### config.mk
export PLATFORM = sky130hd
export DESIGN_NAME = pcs_client
export DESIGN_NICKNAME = d
export VERILOG_FILES = /design/src/design/pcs_client.v /design/src/design/word_buffer.v
export VERILOG_INCLUDE_DIRS = /design/src /design/src/design
export SDC_FILE = /design/constraint.sdc
export NUM_CORES = 1
export LEC_CHECK = 0
export BUFFER_PORTS_ARGS = -buffer_cell sky130_fd_sc_hd__buf_4
export CORE_ASPECT_RATIO = 0.75
export CORE_MARGIN = 4
export CORE_UTILIZATION = 45
export CTS_BUF_LIST = sky130_fd_sc_hd__clkbuf_2
export DETAILED_ROUTE_END_ITERATION = 7
export PLACE_DENSITY_LB_ADDON = 0.15
export SYNTH_ARGS = -nofsm -noshare
export SYNTH_HDL_FRONTEND = slang
export SYNTH_SLANG_ARGS = --single-unit
export TNS_END_PERCENT = 5
### constraint.sdc
create_clock -name sys_clk -period 3.3 [get_ports sys_clk]
set_input_delay 0.99 -clock sys_clk [delete_from_list [all_inputs] [get_ports sys_clk]]
set_output_delay 0.99 -clock sys_clk [all_outputs]
set_load 0.02 [all_outputs]
### src/design/pcs_client_regs.vh
// constants for the pcs client byte/nibble interface and speed status
// How it works
// - receive valid held from first preamble byte to last check byte
// - receive error raised while the received frame is known bad
// - nibble interface raises collision on collision during transmission
// - nibble interface raises carrier sense on any transmit or receive activity
// - gigabit flag: always in 1000base-x; sgmii from autoneg or forced speed 10
// - 100 flag: zero in 1000base-x; sgmii from autoneg or forced speed 01
// - 10 flag: zero in 1000base-x; sgmii from autoneg or forced speed 00
// - half duplex: zero in 1000base-x; sgmii from autoneg or forced duplex bit
// - standalone, speed and duplex outputs steer the attached mac
// - client rate 125 mhz at gigabit, slower in sgmii 10/100, set by enables divided from sys_clk
// - sgmii clock enables qualify transfers; transfers only in enabled cycles
`ifndef PCS_CLIENT_REGS_VH
`define PCS_CLIENT_REGS_VH
`define SPEED_1000 2'h2
`define SPEED_100 2'h1
`define SPEED_10 2'h0
`define ABIL_SPEED_LSB 10
`define ABIL_DUPLEX_BIT 12
`define CLK_MHZ 250
`define CLIENT_MHZ 125
// enable spacing in system clocks: 2 at gigabit, 20 at 100, 200 at 10
`define DIV_100 8'h14
`define DIV_10 8'hC8
`define DIV_1000 8'h02
`endif

### src/design/pcs_client.v
// pcs client side: byte/nibble receive path, tx capture and speed status
`timescale 1ns/1ps
`include "pcs_client_regs.vh"
module pcs_client (
    input wire sys_clk,
    input wire rst_n,
    input wire sgmii_mode,
    input wire autoneg_use_bit,
    input wire [1:0] forced_speed,
    input wire forced_duplex,
    input wire [15:0] partner_ability,
    input wire byte_tx_en,
    input wire [7:0] byte_tx_data,
    input wire byte_tx_err,
    input wire nibble_tx_en,
    input wire [3:0] nibble_tx_data,
    input wire nibble_tx_err,
    output reg line_tx_valid,
    output reg [7:0] line_tx_data,
    output reg line_tx_err,
    input wire line_rx_valid,
    input wire [7:0] line_rx_data,
    input wire line_rx_err,
    output wire line_rx_ready,
    input wire line_collision,
    output reg [7:0] byte_rx_data,
    output reg byte_rx_valid,
    output reg byte_rx_err,
    output reg [3:0] nibble_rx_data,
    output reg nibble_rx_valid,
    output reg nibble_rx_err,
    output reg nibble_col,
    output reg nibble_crs,
    output reg rx_clk_ena,
    output reg tx_clk_ena,
    output reg gigabit_flag,
    output reg fast_flag,
    output reg slow_flag,
    output reg half_duplex_flag
);
    reg [1:0] spd;
    reg hd;
    reg [7:0] div_r;
    reg [7:0] div_max;
    reg ena_r;
    reg nib_hi_r;
    reg [3:0] tx_lo_r;
    reg tx_half_r;
    reg sync_col_a_r;
    reg sync_col_r;
    wire buf_valid;
    wire [8:0] buf_word;
    wire gig_now = (spd == `SPEED_1000);
    wire pop = buf_valid && ena_r && (gig_now || nib_hi_r);
    // speed and duplex decode
    always @* begin
        if (!sgmii_mode) begin
            spd = `SPEED_1000;
            hd = 1'b0;
        end else if (autoneg_use_bit) begin
            spd = partner_ability[`ABIL_SPEED_LSB +: 2];
            hd = ~partner_ability[`ABIL_DUPLEX_BIT];
        end else begin
            spd = forced_speed;
            hd = forced_duplex;
        end
        case (spd)
            `SPEED_100: div_max = `DIV_100 - 8'h01;
            `SPEED_10: div_max = `DIV_10 - 8'h01;
            default: div_max = `DIV_1000 - 8'h01;
        endcase
    end
    always @(posedge sys_clk or negedge rst_n) begin
        if (!rst_n) begin
            sync_col_a_r <= 1'b0;
            sync_col_r <= 1'b0;
        end else begin
            sync_col_a_r <= line_collision;
            sync_col_r <= sync_col_a_r;
        end
    end
    word_buffer #(.WIDTH(9)) rx_buf (
        .sys_clk(sys_clk),
        .rst_n(rst_n),
        .in_valid(line_rx_valid),
        .in_ready(line_rx_ready),
        .in_data({line_rx_err, line_rx_data}),
        .out_valid(buf_valid),
        .out_ready(pop),
        .out_data(buf_word)
    );
    always @(posedge sys_clk or negedge rst_n) begin
        if (!rst_n) begin
            div_r <= 8'h00;
            ena_r <= 1'b0;
            nib_hi_r <= 1'b0;
            tx_half_r <= 1'b0;
            tx_lo_r <= 4'h0;
            rx_clk_ena <= 1'b0;
            tx_clk_ena <= 1'b0;
            byte_rx_data <= 8'h00;
            byte_rx_valid <= 1'b0;
            byte_rx_err <= 1'b0;
            nibble_rx_data <= 4'h0;
            nibble_rx_valid <= 1'b0;
            nibble_rx_err <= 1'b0;
            nibble_col <= 1'b0;
            nibble_crs <= 1'b0;
            line_tx_valid <= 1'b0;
            line_tx_data <= 8'h00;
            line_tx_err <= 1'b0;
            gigabit_flag <= 1'b1;
            fast_flag <= 1'b0;
            slow_flag <= 1'b0;
            half_duplex_flag <= 1'b0;
        end else begin
            // 125 mhz client rate, slower in sgmii 10/100
            if (div_r >= div_max) begin
                div_r <= 8'h00;
                ena_r <= 1'b1;
            end else begin
                div_r <= div_r + 8'h01;
                ena_r <= 1'b0;
            end
            rx_clk_ena <= (div_r >= div_max) && sgmii_mode;
            tx_clk_ena <= (div_r >= div_max) && sgmii_mode;
            gigabit_flag <= gig_now;
            fast_flag <= (spd == `SPEED_100);
            slow_flag <= (spd == `SPEED_10);
            half_duplex_flag <= hd;
            line_tx_valid <= 1'b0;
            if (ena_r) begin
                // receive: byte per enable at gigabit, nibble pairs otherwise
                byte_rx_valid <= gig_now && buf_valid;
                byte_rx_err <= gig_now && buf_valid && buf_word[8];
                if (gig_now && buf_valid) begin
                    byte_rx_data <= buf_word[7:0];
                end
                nibble_rx_valid <= !gig_now && buf_valid;
                nibble_rx_err <= !gig_now && buf_valid && buf_word[8];
                if (!gig_now && buf_valid) begin
                    nibble_rx_data <= nib_hi_r ? buf_word[7:4] : buf_word[3:0];
                    nib_hi_r <= ~nib_hi_r;
                end else begin
                    nib_hi_r <= 1'b0;
                end
                // transmit: client keeps enable to valid cycles
                if (gig_now) begin
                    line_tx_valid <= byte_tx_en;
                    line_tx_data <= byte_tx_data;
                    line_tx_err <= byte_tx_err;
                    tx_half_r <= 1'b0;
                end else if (nibble_tx_en) begin
                    if (tx_half_r) begin
                        line_tx_valid <= 1'b1;
                        line_tx_data <= {nibble_tx_data, tx_lo_r};
                        line_tx_err <= nibble_tx_err;
                    end else begin
                        tx_lo_r <= nibble_tx_data;
                    end
                    tx_half_r <= ~tx_half_r;
                end else begin
                    tx_half_r <= 1'b0;
                end
                nibble_col <= !gig_now && nibble_tx_en && sync_col_r;
                nibble_crs <= !gig_now && (nibble_tx_en || buf_valid);
            end
        end
    end
endmodule

### src/design/word_buffer.v
// two-entry valid/ready buffer
`timescale 1ns/1ps
module word_buffer #(
    parameter WIDTH = 8
) (
    input wire sys_clk,
    input wire rst_n,
    input wire in_valid,
    output wire in_ready,
    input wire [WIDTH-1:0] in_data,
    output wire out_valid,
    input wire out_ready,
    output wire [WIDTH-1:0] out_data
);
    reg [WIDTH-1:0] mem_r [0:1];
    reg wr_ptr_r;
    reg rd_ptr_r;
    reg [1:0] count_r;
    wire push = in_valid && in_ready;
    wire pop = out_valid && out_ready;
    assign in_ready = (count_r != 2'h2);
    assign out_valid = (count_r != 2'h0);
    assign out_data = mem_r[rd_ptr_r];
    always @(posedge sys_clk) begin
        if (push) begin
            mem_r[wr_ptr_r] <= in_data;
        end
    end
    always @(posedge sys_clk or negedge rst_n) begin
        if (!rst_n) begin
            wr_ptr_r <= 1'b0;
            rd_ptr_r <= 1'b0;
            count_r <= 2'h0;
        end else begin
            if (push) begin
                wr_ptr_r <= ~wr_ptr_r;
            end
            if (pop) begin
                rd_ptr_r <= ~rd_ptr_r;
            end
            if (push && !pop) begin
                count_r <= count_r + 2'h1;
            end else if (pop && !push) begin
                count_r <= count_r - 2'h1;
            end
        end
    end
endmodule

Word level (Yosys, flattened, before mapping):

Memories as Yosys holds them, arrays and structs flattened.
Cells that the tools add are included.

* bits in writable memories: 18
* register bits: 54
* input bits: 50
* memories kept: 1

* $lt $le $gt $ge: 1
* multiplexer cells: 25
* add/subtract/negate cells: 3
* bitwise operators: 6
* equality and inequality tests: 3
* reductions and logical operators: 28

Memories
* rx_buf.mem_r: words 2, bits a word 9, rd ports 1, clocked after Yosys merged registers in 0, write ports 1, line word_buffer.v:15 `reg [WIDTH-1:0] mem_r [0:1];`

Operators with widths (count)
* $mux W8: 4
* $pmux W8 S2: 1
* $mux W1: 15
* $logic_and A1 B1 Y1: 14
* $add A8 B1 Y8 const B: 1
* $ge A8 B8 Y1: 1
* $mux W2: 4
* $reduce_bool A2 Y1: 4
* $not A1 Y1: 6
* $mux W4: 1
* $reduce_and A2 Y1: 2
* $reduce_and A4 Y1: 1
* $logic_not A1 Y1: 3
* $reduce_and A3 Y1: 1
* $add A2 B1 Y2 const B: 1
* $eq A2 B1 Y1 const B: 1
* $eq A2 B2 Y1 const B: 1
* $logic_not A2 Y1: 1
* $logic_or A1 B1 Y1: 2
* $ne A2 B2 Y1 const B: 1
* $sub A2 B1 Y2 const B: 1

Logic depth before layout (Yosys ltp):

Gate-level depths: netlist (run 1).

* depth in word-level cells: 9
* mapped depth: 9

Cells and area by module:

A second synthesis (run 1) with hierarchy kept.

* cell total of the unflattened synthesis: 247
* area total of the unflattened synthesis: 3293.2 um2

Modules (own cells, without submodules)
* pcs_client: cells each 201, instances 1, sequential area each 1252.5 um2, area an instance 2432.3 um2
* word_buffer: cells each 46, instances 1, sequential area each 640.6 um2, area an instance 860.8 um2

Worst setup path after synthesis (run 1):

No wires, ideal clock.

* path type: input to register
* from: in autoneg_use_bit
* to: reg ena_r
* path slack: 0.497 ns
* data arrival time: 2.676 ns
* data required time: 3.173 ns
* stages: 8
* cells stage by stage: buf_2 mux2_2 nand2_1 nand3_1 ha_1 a211oi_1 a21oi_1 or2_2

* longest elaborated chain between the ends: 6
* elaborated cells on any way between the ends: 7

RTL lines
* from (decl): line pcs_client.v:8 `input wire autoneg_use_bit,`
* $mux W2 *: line pcs_client.v:60 `end else if (autoneg_use_bit) begin`
* $mux W2 *: line pcs_client.v:57 `if (!sgmii_mode) begin`
* $eq A2 B1 Y1 / $logic_not A2 Y1 (equally long branches): line pcs_client.v:67 `case (spd)`
* $pmux W8 S2 *: line pcs_client.v:67
* $ge A8 B8 Y1 *: line pcs_client.v:118 `if (div_r >= div_max) begin`
* $mux W1 *: line pcs_client.v:118
* to (signal assigned): line pcs_client.v:95 `ena_r <= 1'b0;`
* to (signal assigned): line pcs_client.v:120 `ena_r <= 1'b1;`
* to (signal assigned): line pcs_client.v:123 `ena_r <= 1'b0;`
* to (decl): line pcs_client.v:45 `reg ena_r;`

Every way passes the cells marked *; elsewhere a longest branch is shown, timed or not.
A chain may end at the register's enable or synchronous reset.

Worst setup path after layout (run 1):

Ends and elaborated chain as after synthesis.

==> results of run 1 <==
==> cells in the mapped netlist, types with 3 or more instances <==
library cell and count:
nor2_1 3, a211oi_1 5, buf_2 3, xor2_1 5, nand3_1 9, edfxtp_1 18
o21ai_0 7, inv_1 8, nand4_1 5, mux2_2 38, dfrtp_1 53, ha_1 7
or3_1 3, nor3_1 5, a21oi_1 4, o2bb2ai_1 3, xnor2_1 3, mux4_2 4
nand2_1 9, clkbuf_1 5
==> metal layers <==
layer / up-vias / routed length (µm) / GRT usage
met5: - / 0 / 0
li1: 1016 / - / -
met4: 0 / 91 / 0.0550
met2: 47 / 2740 / 0.240
met3: 9 / 331 / 0.0540
met1: 1029 / 3160 / 0.219
==> sequential cells by signal (all words and copies together) (netlist names), 2 cells and up <==
signal and flops:
nibble_rx_data 4, line_tx_data 8, byte_rx_data 8, tx_lo_r 4, rx_buf.count_r 2, rx_buf.mem_r 18
div_r 8
==> final cells by class <==
type / instances / area share
clock inverters: 3 / 0.00319
repair buffers: 75 / 0.144
clock buffers: 13 / 0.0166
multi-input cells: 140 / 0.314
well taps: 98 / 0.0313
inverters: 8 / 0.00767
flip-flops and latches: 72 / 0.483
==> worst max-delay path, delay by kind of cell <==
kind            cells  cell delay [ps]
compound gates      2              310
fa+ha+maj           1              330
simple gates        3              480
buf+inv             2              290
mux                 1              360
==> worst min-delay path by stage <==
stage                      start          to  slack, ps  depth (start not counted)
finish              sync_col_a_r  sync_col_r        370                          0
global route        sync_col_a_r  sync_col_r        380                          0
CTS                 sync_col_a_r  sync_col_r        370                          0
detailed placement  sync_col_a_r  sync_col_r        340                          0
global placement    sync_col_a_r  sync_col_r        330                          0
floorplan           sync_col_a_r  sync_col_r        330                          0
==> kinds of logic after synthesis <==
| kind of cell | share of synthesized area |
|---|---|
| xor gates and xnor gates | 0.0219 |
| muxes | 0.175 |
| adders and majority gates | 0.0274 |
| AOI/OAI and AO/OA | 0.0783 |
| buffers and inverters | 0.0223 |
| DFF | 0.593 |
| and+or+nand+nor | 0.0819 |
==> power by group <==
group	leakage, nW	internal, mW	total, mW	switching [mW]
Sequential	0.837	1.24	1.49	0.252
Clock	0.0610	0.107	0.383	0.277
Combinational	0.824	0.707	1.34	0.635
Total	1.72	2.05	3.21	1.16
==> run_results.csv, run 1 <==
group,metric,value,unit
synthesis,ys_types,44,
critical_path,rr_worst_depth,6,
synthesis,syn-cell-area,0.00319,mm²
floorplanning,initial_utilization,0.465,
synthesis,netlist_top_cells_area,"dfrtp_1 (42%), edfxtp_1 (17%), mux2_2 (13%)",
route,drt-initial-drc-count,62,
synthesis,synth_edf_count,18,
final_layout,drive_gt1_frac,0.434,
sta,fin_worst_skew,27.5,ps
sta,whs,369,ps
route,dr.pass1.iters,4,
final_layout,fin_area,0.00392,mm²
route,vias_per_cell,5.14,
critical_path,cp-startpoint,"autoneg_use_bit",
synthesis,syn_area_per_cell,13.9,µm²
clock_tree,cts_resized,0,
floorplanning,fp-row-count,26,
power_and_ir_drop,p_per_area,820,mW/mm²
synthesis,postSynth.asyncResetShare,0.750,
route,wl_per_cell,15.5,µm
floorplanning,die_h,81.0,µm
clock_tree,htree_levels,3,
clock_tree,insertion_delay,480,ps
grt,antenna_found_initial,0,
critical_path,timing.rr.start,"ena_r",
final_layout,fin_cells,409,
clock_tree,cts_setup_buffers,0,
critical_path,critical_path_class,"input pin to register",
place,gp_congestion,0.750,
sta,rsz0062_at_grt,"false",
sta,fin_crit,2410,ps
critical_path,startpoint_type,"input pin",
critical_path,cp-end-kind,"register",
clock_tree,clockBufferDepth,2,
final_layout,final_cell_mix,"buf_4 (75), dfrtp_1 (53), mux2_2 (38)",
critical_path,worstPathCellList,"buf_4 -> mux2_2 -> nand2_1 -> nand3_1 -> ha_1 -> a211oi_1 -> a21oi_1 -> buf_4 -> or2_2",
place,place_area,0.00384,mm²
sta,worst_pin_slew,855,ps
final_layout,multiInputGateArea,0.00123,mm²
power_and_ir_drop,vdd_ir_drop_max,0.490,mV
route,drc,0,
final_layout,areaGrowthSynthToFinish,22.6,%
synthesis,netlist.area_leader.share,0.415,
synthesis,synth_nets,286,
critical_path,crit_arrival,2770,ps
sta,fmax,0.416,GHz
floorplanning,fp.dieW,105,µm
worst_hold_path,hold_path.class,"register to register",
floorplanning,core,0.00686,mm²
clock_tree,numCtsBuffers,9,
synthesis,synthFlopType,"dfrtp_1",
critical_path,cp_max_fo,8,
synthesis,yosysSeqAreaShare,0.593,
synthesis,synthCells,229,
clock_tree,clkTransAtPathRegs,160,ps
sta,fin_setup_tns,0,ps
grt,grt_max_degree,55,
final_layout,final_util,0.571,
place,dp_hpwl,4.62,mm
synthesis,synth_seq_cells,72,
critical_path,crit_top_cell,"buf_4",
sta,setup_viol,0,
clock_tree,cts.sinks,72,
final_layout,diodes,0,
sta,finalMaxSlewViolations,0,
power_and_ir_drop,p_total,3.21,mW
critical_path,reg2reg_setup_slack,1250,ps
clock_tree,cts_tree,"built",
route,wirelength,6.33,mm
critical_path,critPathCapture,"ena_r",
floorplanning,die_area,0.00852,mm²
final_layout,fillers,603,
place,portBuffers,71,
sta,setup_ws,895,ps
grt,grt_pass1_wl,10.6,mm
clock_tree,cts_hold_buf,0,
run,max-cap-violations,0,
critical_path,required,3670,ps
floorplanning,io_pins,85,
route,vias,2101,
final_layout,final_common_cell,"buf_4",
critical_path,r2r-end,"rx_buf.count_r[1]",
sta,fin_crit_sh,0.729,
synthesis,ys_warn_count,0,
synthesis,yosysTopAreaCell,"dfrtp_1",
clock_tree,clockRootBuffer,"clkbuf_2",
sta,max_slew_margin,0.428,
power_and_ir_drop,leakage,1.72,nW
grt,grt_pass1_vias,2127,
outcome,status,"finished clean",
grt,grt_overflow,0,
place,placed_cells,393,
route,antenna_left,0,
final_layout,nNetsFinal,363,
critical_path,cp_slowest_stage_delay,360,ps
final_layout,register_area,0.00189,mm²
critical_path,slowest_stage,"mux2_2",
grt,track_usage,0.160,
place,place_ws,390,ps
sta,final_hold_viol_count,0,
No activity file was read; power rests on OpenSTA's default activity.
==> run 2, diff against run 1 <==
--- a/config.mk
+++ b/config.mk
@@ -6,6 +6,7 @@
 export SDC_FILE = /design/constraint.sdc
 export NUM_CORES = 1
 export LEC_CHECK = 0
+export ABC_AREA = 1
 export BUFFER_PORTS_ARGS = -buffer_cell sky130_fd_sc_hd__buf_4
 export CORE_ASPECT_RATIO = 0.75
 export CORE_MARGIN = 4
==> constraint.sdc (replaced) <==
create_clock -name sys_clk -period 2.2 [get_ports sys_clk]
set_input_delay 0.66 -clock sys_clk [delete_from_list [all_inputs] [get_ports sys_clk]]
set_output_delay 0.66 -clock sys_clk [all_outputs]
set_load 0.02 [all_outputs]
==> run 2 against run 1 <==
Register-to-register slack got worse by 750 ps. Clock power increased by 51%. Core utilization increased by 0.60 points. Clock skew decreased by 0.68 ps. Sequential cell count unchanged. Power increased by 43%. Largest power group unchanged. Highest routed layer unchanged.
==> run_results.csv, run 2 <==
group,metric,value,unit
sta,fin_crit,1990,ps
clock_tree,clockBufferDepth,2,
synthesis,synth_edf_count,18,
sta,rsz0062_at_grt,"false",
final_layout,final_cell_mix,"nand2_1 (138), buf_4 (83), dfrtp_1 (53)",
clock_tree,clockRootBuffer,"clkbuf_2",
clock_tree,htree_levels,3,
sta,fin_crit_sh,0.903,
critical_path,critPathTopFamily,"flip-flops",
clock_tree,clkTransAtPathRegs,180,ps
route,drc,0,
synthesis,synthFlopType,"dfrtp_1",
synthesis,netlist_top_cells_area,"dfrtp_1 (42%), edfxtp_1 (17%), nand2_1 (16%)",
sta,final_hold_viol_count,0,
sta,finalMaxSlewViolations,0,
sta,fin_worst_skew,26.8,ps
synthesis,yosysSeqAreaShare,0.600,
final_layout,final_common_cell,"nand2_1",
grt,grt_overflow,0,
critical_path,crit_arrival,1330,ps
sta,worst_pin_slew,676,ps
final_layout,areaGrowthSynthToFinish,24.3,%
place,dp_hpwl,4.68,mm
sta,setup_viol,0,
synthesis,syn-cell-area,0.00315,mm²
critical_path,cp-end-kind,"output port",
power_and_ir_drop,p_per_area,1170,mW/mm²
critical_path,reg2reg_setup_slack,500,ps
clock_tree,numCtsBuffers,9,
synthesis,netlist.area_leader.share,0.421,
clock_tree,cts_hold_buf,0,
route,vias,2366,
synthesis,synthCells,331,
floorplanning,initial_utilization,0.464,
clock_tree,cts.sinks,72,
final_layout,diodes,0,
synthesis,yosysTopAreaCell,"dfrtp_1",
route,wl_per_cell,12.5,µm
floorplanning,io_pins,85,
power_and_ir_drop,p_total,4.59,mW
grt,grt_max_degree,55,
sta,fmax,0.503,GHz
critical_path,cp.buffers_inverters,2,
run,max-cap-violations,0,
synthesis,synth_nets,388,
synthesis,synth_seq_cells,72,
floorplanning,fp.dieW,105,µm
synthesis,postSynth.asyncResetShare,0.750,
route,vias_per_cell,4.66,
place,placed_cells,492,
final_layout,regMostFlops,"rx_buf.mem_r",
power_and_ir_drop,vdd_ir_drop_max,0.633,mV
critical_path,required,1540,ps
critical_path,crit_cells,3,
place,portBuffers,71,
floorplanning,fp-row-count,26,
synthesis,ys_warn_count,0,
final_layout,nNetsFinal,476,
synthesis,synth_most_common_cell,"nand2_1",
critical_path,rr_worst_depth,7,
floorplanning,die_h,80.5,µm
floorplanning,core,0.00680,mm²
critical_path,cp_max_fo,4,
grt,track_usage,0.164,
clock_tree,cts_resized,0,
place,gp_congestion,0.781,
synthesis,syn_area_per_cell,9.53,µm²
grt,antenna_found_initial,0,
final_layout,fin_cells,508,
sta,max_slew_margin,0.549,
synthesis,ys_types,29,
route,wirelength,6.36,mm
route,antenna_left,0,
route,drt-initial-drc-count,78,
synthesis,synthTopCellsByCount,"nand2_1 (138), dfrtp_1 (53), inv_1 (22), nor2_1 (22), nand3_1 (19)",
grt,grt_pass1_vias,2276,
clock_tree,insertion_delay,480,ps
grt,grt_pass1_wl,10.9,mm
floorplanning,die_area,0.00842,mm²
critical_path,cp_slowest_stage_delay,430,ps
clock_tree,cts_setup_buffers,0,
critical_path,slowest_stage,"dfrtp_1",
final_layout,fillers,648,
critical_path,critical_path_class,"register to output port",
power_and_ir_drop,leakage,2.04,nW
final_layout,drive_gt1_frac,0.271,
final_layout,largest_reg_flops,18,
critical_path,worstPathCellList,"inv_1 -> nand2_1 -> buf_4",
critical_path,startpoint_type,"register",
outcome,status,"finished clean",
route,dr.pass1.iters,4,
worst_hold_path,hold_path.class,"input pin to async pin",
clock_tree,cts_tree,"built",
## run 2: changes by cell type in the layout (fill, tap and decap cells not counted), moves of 4 or more
cell	before	now
a211oi_1	5	1
buf_4	75	83
clkbuf_2	13	9
inv_1	8	22
mux2_2	38	0
mux4_2	4	0
nand2_1	9	138
nand3_1	9	19
nand4_1	5	0
nor2_1	3	22
o21ai_0	7	11
o21ai_2	0	6
## run 2: path summary, 6_finish.rpt
| kind | start | endpoint |
|---|---|---|
| setup / recovery | rx_buf.count_r[0] | line_rx_ready |
| hold / removal | rst_n | line_tx_data[7] |
| setup reg to reg | ena_r | rx_buf.count_r[1] |
| hold reg to reg | sync_col_a_r | sync_col_r |
| max in group asynchronous | rst_n | nibble_crs |
| min in group sys_clk | line_collision | sync_col_a_r |
## run 2: metal layers
layer	vias up	GRT usage	wire length, µm
li1	1234	-	-
met3	5	0.0602	319
met4	0	0.0393	56
met1	1080	0.221	3100
met5	-	0	0
met2	47	0.253	2890
## run 2: cell type report
class,instances,area [µm²],area share
flip-flops and latches,72,1890,0.483
multi-input cells,226,1110,0.283
repair buffers,83,623,0.159
well taps,84,105,0.0268
inverters,27,104,0.0265
clock buffers,9,45.0,0.0115
clock inverters,7,38.8,0.00989
## run 2: power breakdown
part | switching (mW) | internal [mW] | total [mW]
registers | 0.258 | 1.82 | 2.07
clock network | 0.443 | 0.135 | 0.579
logic | 1.18 | 0.759 | 1.94
total | 1.88 | 2.71 | 4.59
## run 2: cell families (layout without fill, tap and decap cells)
kind of cell               Yosys count  count (layout)  share of synthesized area
and+or+nand+nor                    187             187                      0.250
DFF                                 72              72                      0.600
buffers and inverters               33             126                     0.0472
AOI/OAI and AO/OA                   25              25                     0.0552
adders and majority gates            7               7                     0.0278
xor gates and xnor gates             7               7                     0.0194
## run 2: metrics by stage
step | setup TNS (ps) | hold slack [ps] | utilization | cell area, µm² | setup WS (ps)
3_5_place_dp | -583 | 345 | 0.564 | 3840 | -81.4
4_1_cts | 0 | 157 | 0.577 | 3920 | 170
6_report | 0 | 191 | 0.577 | 3920 | 213
2_1_floorplan | 0 | 331 | - | 3150 | 69.1
5_1_grt | 0 | 163 | 0.577 | 3920 | 74.3
3_3_place_gp | -137 | 347 | 0.564 | 3840 | -33.7
==> run 3, diff against run 2 <==
--- a/config.mk
+++ b/config.mk
@@ -8,11 +8,14 @@
 export LEC_CHECK = 0
 export ABC_AREA = 1
 export BUFFER_PORTS_ARGS = -buffer_cell sky130_fd_sc_hd__buf_4
+export CELL_PAD_IN_SITES_DETAIL_PLACEMENT = 1
+export CELL_PAD_IN_SITES_GLOBAL_PLACEMENT = 1
 export CORE_ASPECT_RATIO = 0.75
 export CORE_MARGIN = 4
-export CORE_UTILIZATION = 45
+export CORE_UTILIZATION = 37
 export CTS_BUF_LIST = sky130_fd_sc_hd__clkbuf_2
 export DETAILED_ROUTE_END_ITERATION = 7
+export GPL_ROUTABILITY_DRIVEN = 0
 export PLACE_DENSITY_LB_ADDON = 0.15
 export SYNTH_ARGS = -nofsm -noshare
 export SYNTH_HDL_FRONTEND = slang
==> run 3 against run 2 <==
Routed wire length rose by 15%. Sequential share of layout area fell by 0.98 points. Clock skew rose by 9.2 ps. Power rose by 7.3%. Clock power rose by 48%. Global-route usage fell by 0.39 points. Via count rose by 4.1%. Critical endpoint unchanged. Largest power group unchanged.
==> run_results.csv, run 3 (synthesis gave the netlist of run 2 again) <==
group,metric,value,unit
outcome,status,"finished clean",
route,dr.pass1.iters,4,
place,dp_hpwl,5.53,mm
power_and_ir_drop,vdd_ir_drop_max,0.465,mV
place,placed_cells,512,
sta,fmax,0.485,GHz
critical_path,critical_path_class,"register to output port",
power_and_ir_drop,leakage,2.07,nW
floorplanning,core,0.00809,mm²
final_layout,fin_cells,529,
place,portBuffers,71,
critical_path,timing.rr.start,"ena_r",
route,antenna_left,0,
sta,final_hold_viol_count,0,
grt,antenna_found_initial,0,
route,vias,2462,
clock_tree,htree_levels,3,
final_layout,fillers,971,
final_layout,areaGrowthSynthToFinish,26.9,%
floorplanning,fp.dieW,115,µm
clock_tree,numCtsBuffers,9,
clock_tree,clockBufferDepth,2,
floorplanning,fp-row-count,28,
route,drc,0,
final_layout,largest_reg_flops,18,
final_layout,final_common_cell,"nand2_1",
grt,grt_overflow,0,
grt,grt_pass1_wl,12.5,mm
route,vias_per_cell,4.65,
sta,fin_worst_skew,36.0,ps
final_layout,final_cell_mix,"nand2_1 (138), buf_4 (83), dfrtp_1 (53)",
sta,setup_viol,0,
critical_path,cp-end-kind,"output port",
floorplanning,die_area,0.0101,mm²
final_layout,drive_gt1_frac,0.274,
sta,whs,165,ps
clock_tree,cts_resized,0,
grt,track_usage,0.160,
clock_tree,clockRootBuffer,"clkbuf_2",
floorplanning,initial_utilization,0.390,
route,drt-initial-drc-count,93,
critical_path,cp-startpoint,"rx_buf.count_r[0]",
worst_hold_path,hold_path.class,"input pin to async pin",
sta,fin_crit_sh,0.937,
run,max-cap-violations,0,
sta,fin_crit,2060,ps
sta,finalMaxSlewViolations,0,
clock_tree,cts_tree,"built",
critical_path,required,1540,ps
power_and_ir_drop,p_per_area,1230,mW/mm²
final_layout,regMostFlops,"rx_buf.mem_r",
clock_tree,clkTransAtPathRegs,210,ps
clock_tree,cts.sinks,72,
route,wl_per_cell,13.9,µm
critical_path,crit_arrival,1400,ps
floorplanning,io_pins,85,
floorplanning,die_h,87.9,µm
critical_path,startpoint_type,"register",
grt,grt_pass1_vias,2547,
final_layout,nNetsFinal,476,
route,wirelength,7.35,mm
clock_tree,insertion_delay,510,ps
final_layout,diodes,0,
sta,worst_pin_slew,709,ps
grt,grt_max_degree,55,
sta,max_slew_margin,0.527,
critical_path,cp_max_fo,4,
## run 3: cell count changes in the layout (fill, tap and decap cells not counted)
cell | previous run | this run
clkinv_1 | 4 | 3
inv_6 | 0 | 1
clkinvlp_4 | 3 | 1
bufinv_16 | 0 | 2
clkinv_4 | 0 | 1
inv_2 | 3 | 2
## run 3: layout make-up
cell class | instances | area, µm² | share of cell area
timing repair buffer | 83 | 623 | 0.156
multi-input combinational | 226 | 1110 | 0.278
clock inverter | 7 | 93.8 | 0.0235
inverter | 27 | 104 | 0.0260
clock buffer | 9 | 45.0 | 0.0113
tap | 105 | 131 | 0.0328
sequential | 72 | 1890 | 0.473
## run 3: repair_timing
item / in CTS / in global routing
hold buffers: 0 / 0
hold endpoints to repair: 0 / 0
setup buffers: 0 / 1
setup endpoints to repair: 0 / 1
## run 3: final timing paths
check | end | slack [ps] | cells after the start
setup / recovery | line_rx_ready | 140 | 3
hold / removal | line_tx_data[4] | 160 | 1
setup reg to reg | rx_buf.count_r[1] | 430 | 7
hold reg to reg | sync_col_r | 460 | 0
max in group asynchronous | slow_flag | 1540 | 1
min in group sys_clk | sync_col_a_r | 240 | 1
## run 3: power breakdown
group	switching, mW	total, mW	internal [mW]
combinational	1.22	1.99	0.771
sequential	0.264	2.08	1.82
clock	0.481	0.858	0.376
total	1.96	4.93	2.96
## run 3: stage by stage
step	TNS [ps]	power, mW	util	setup WS [ps]	cell area, µm²
2_1_floorplan	0	3.31	-	69.1	3150
3_3_place_gp	-208	4.03	0.476	-41.3	3850
3_5_place_dp	-1800	4.13	0.476	-194	3850
4_1_cts	0	5.00	0.494	67.4	3990
5_1_grt	-21.8	5.35	0.494	-21.8	4000
6_report	0	4.93	0.494	138	4000
## run 3: worst max-delay path, cell delays in order (launching register included)
cell,delay [ps]
dfrtp_1,430
inv_1,150
nand2_1,130
buf_4,180
## run 3: layer usage
metal  vias up  share of wire  global-route usage
li1       1226              -                   -
met1      1183           0.47               0.217
met2        44           0.47               0.252
met3         9          0.050              0.0387
met4         0          0.014              0.0583
met5         -              0                   0
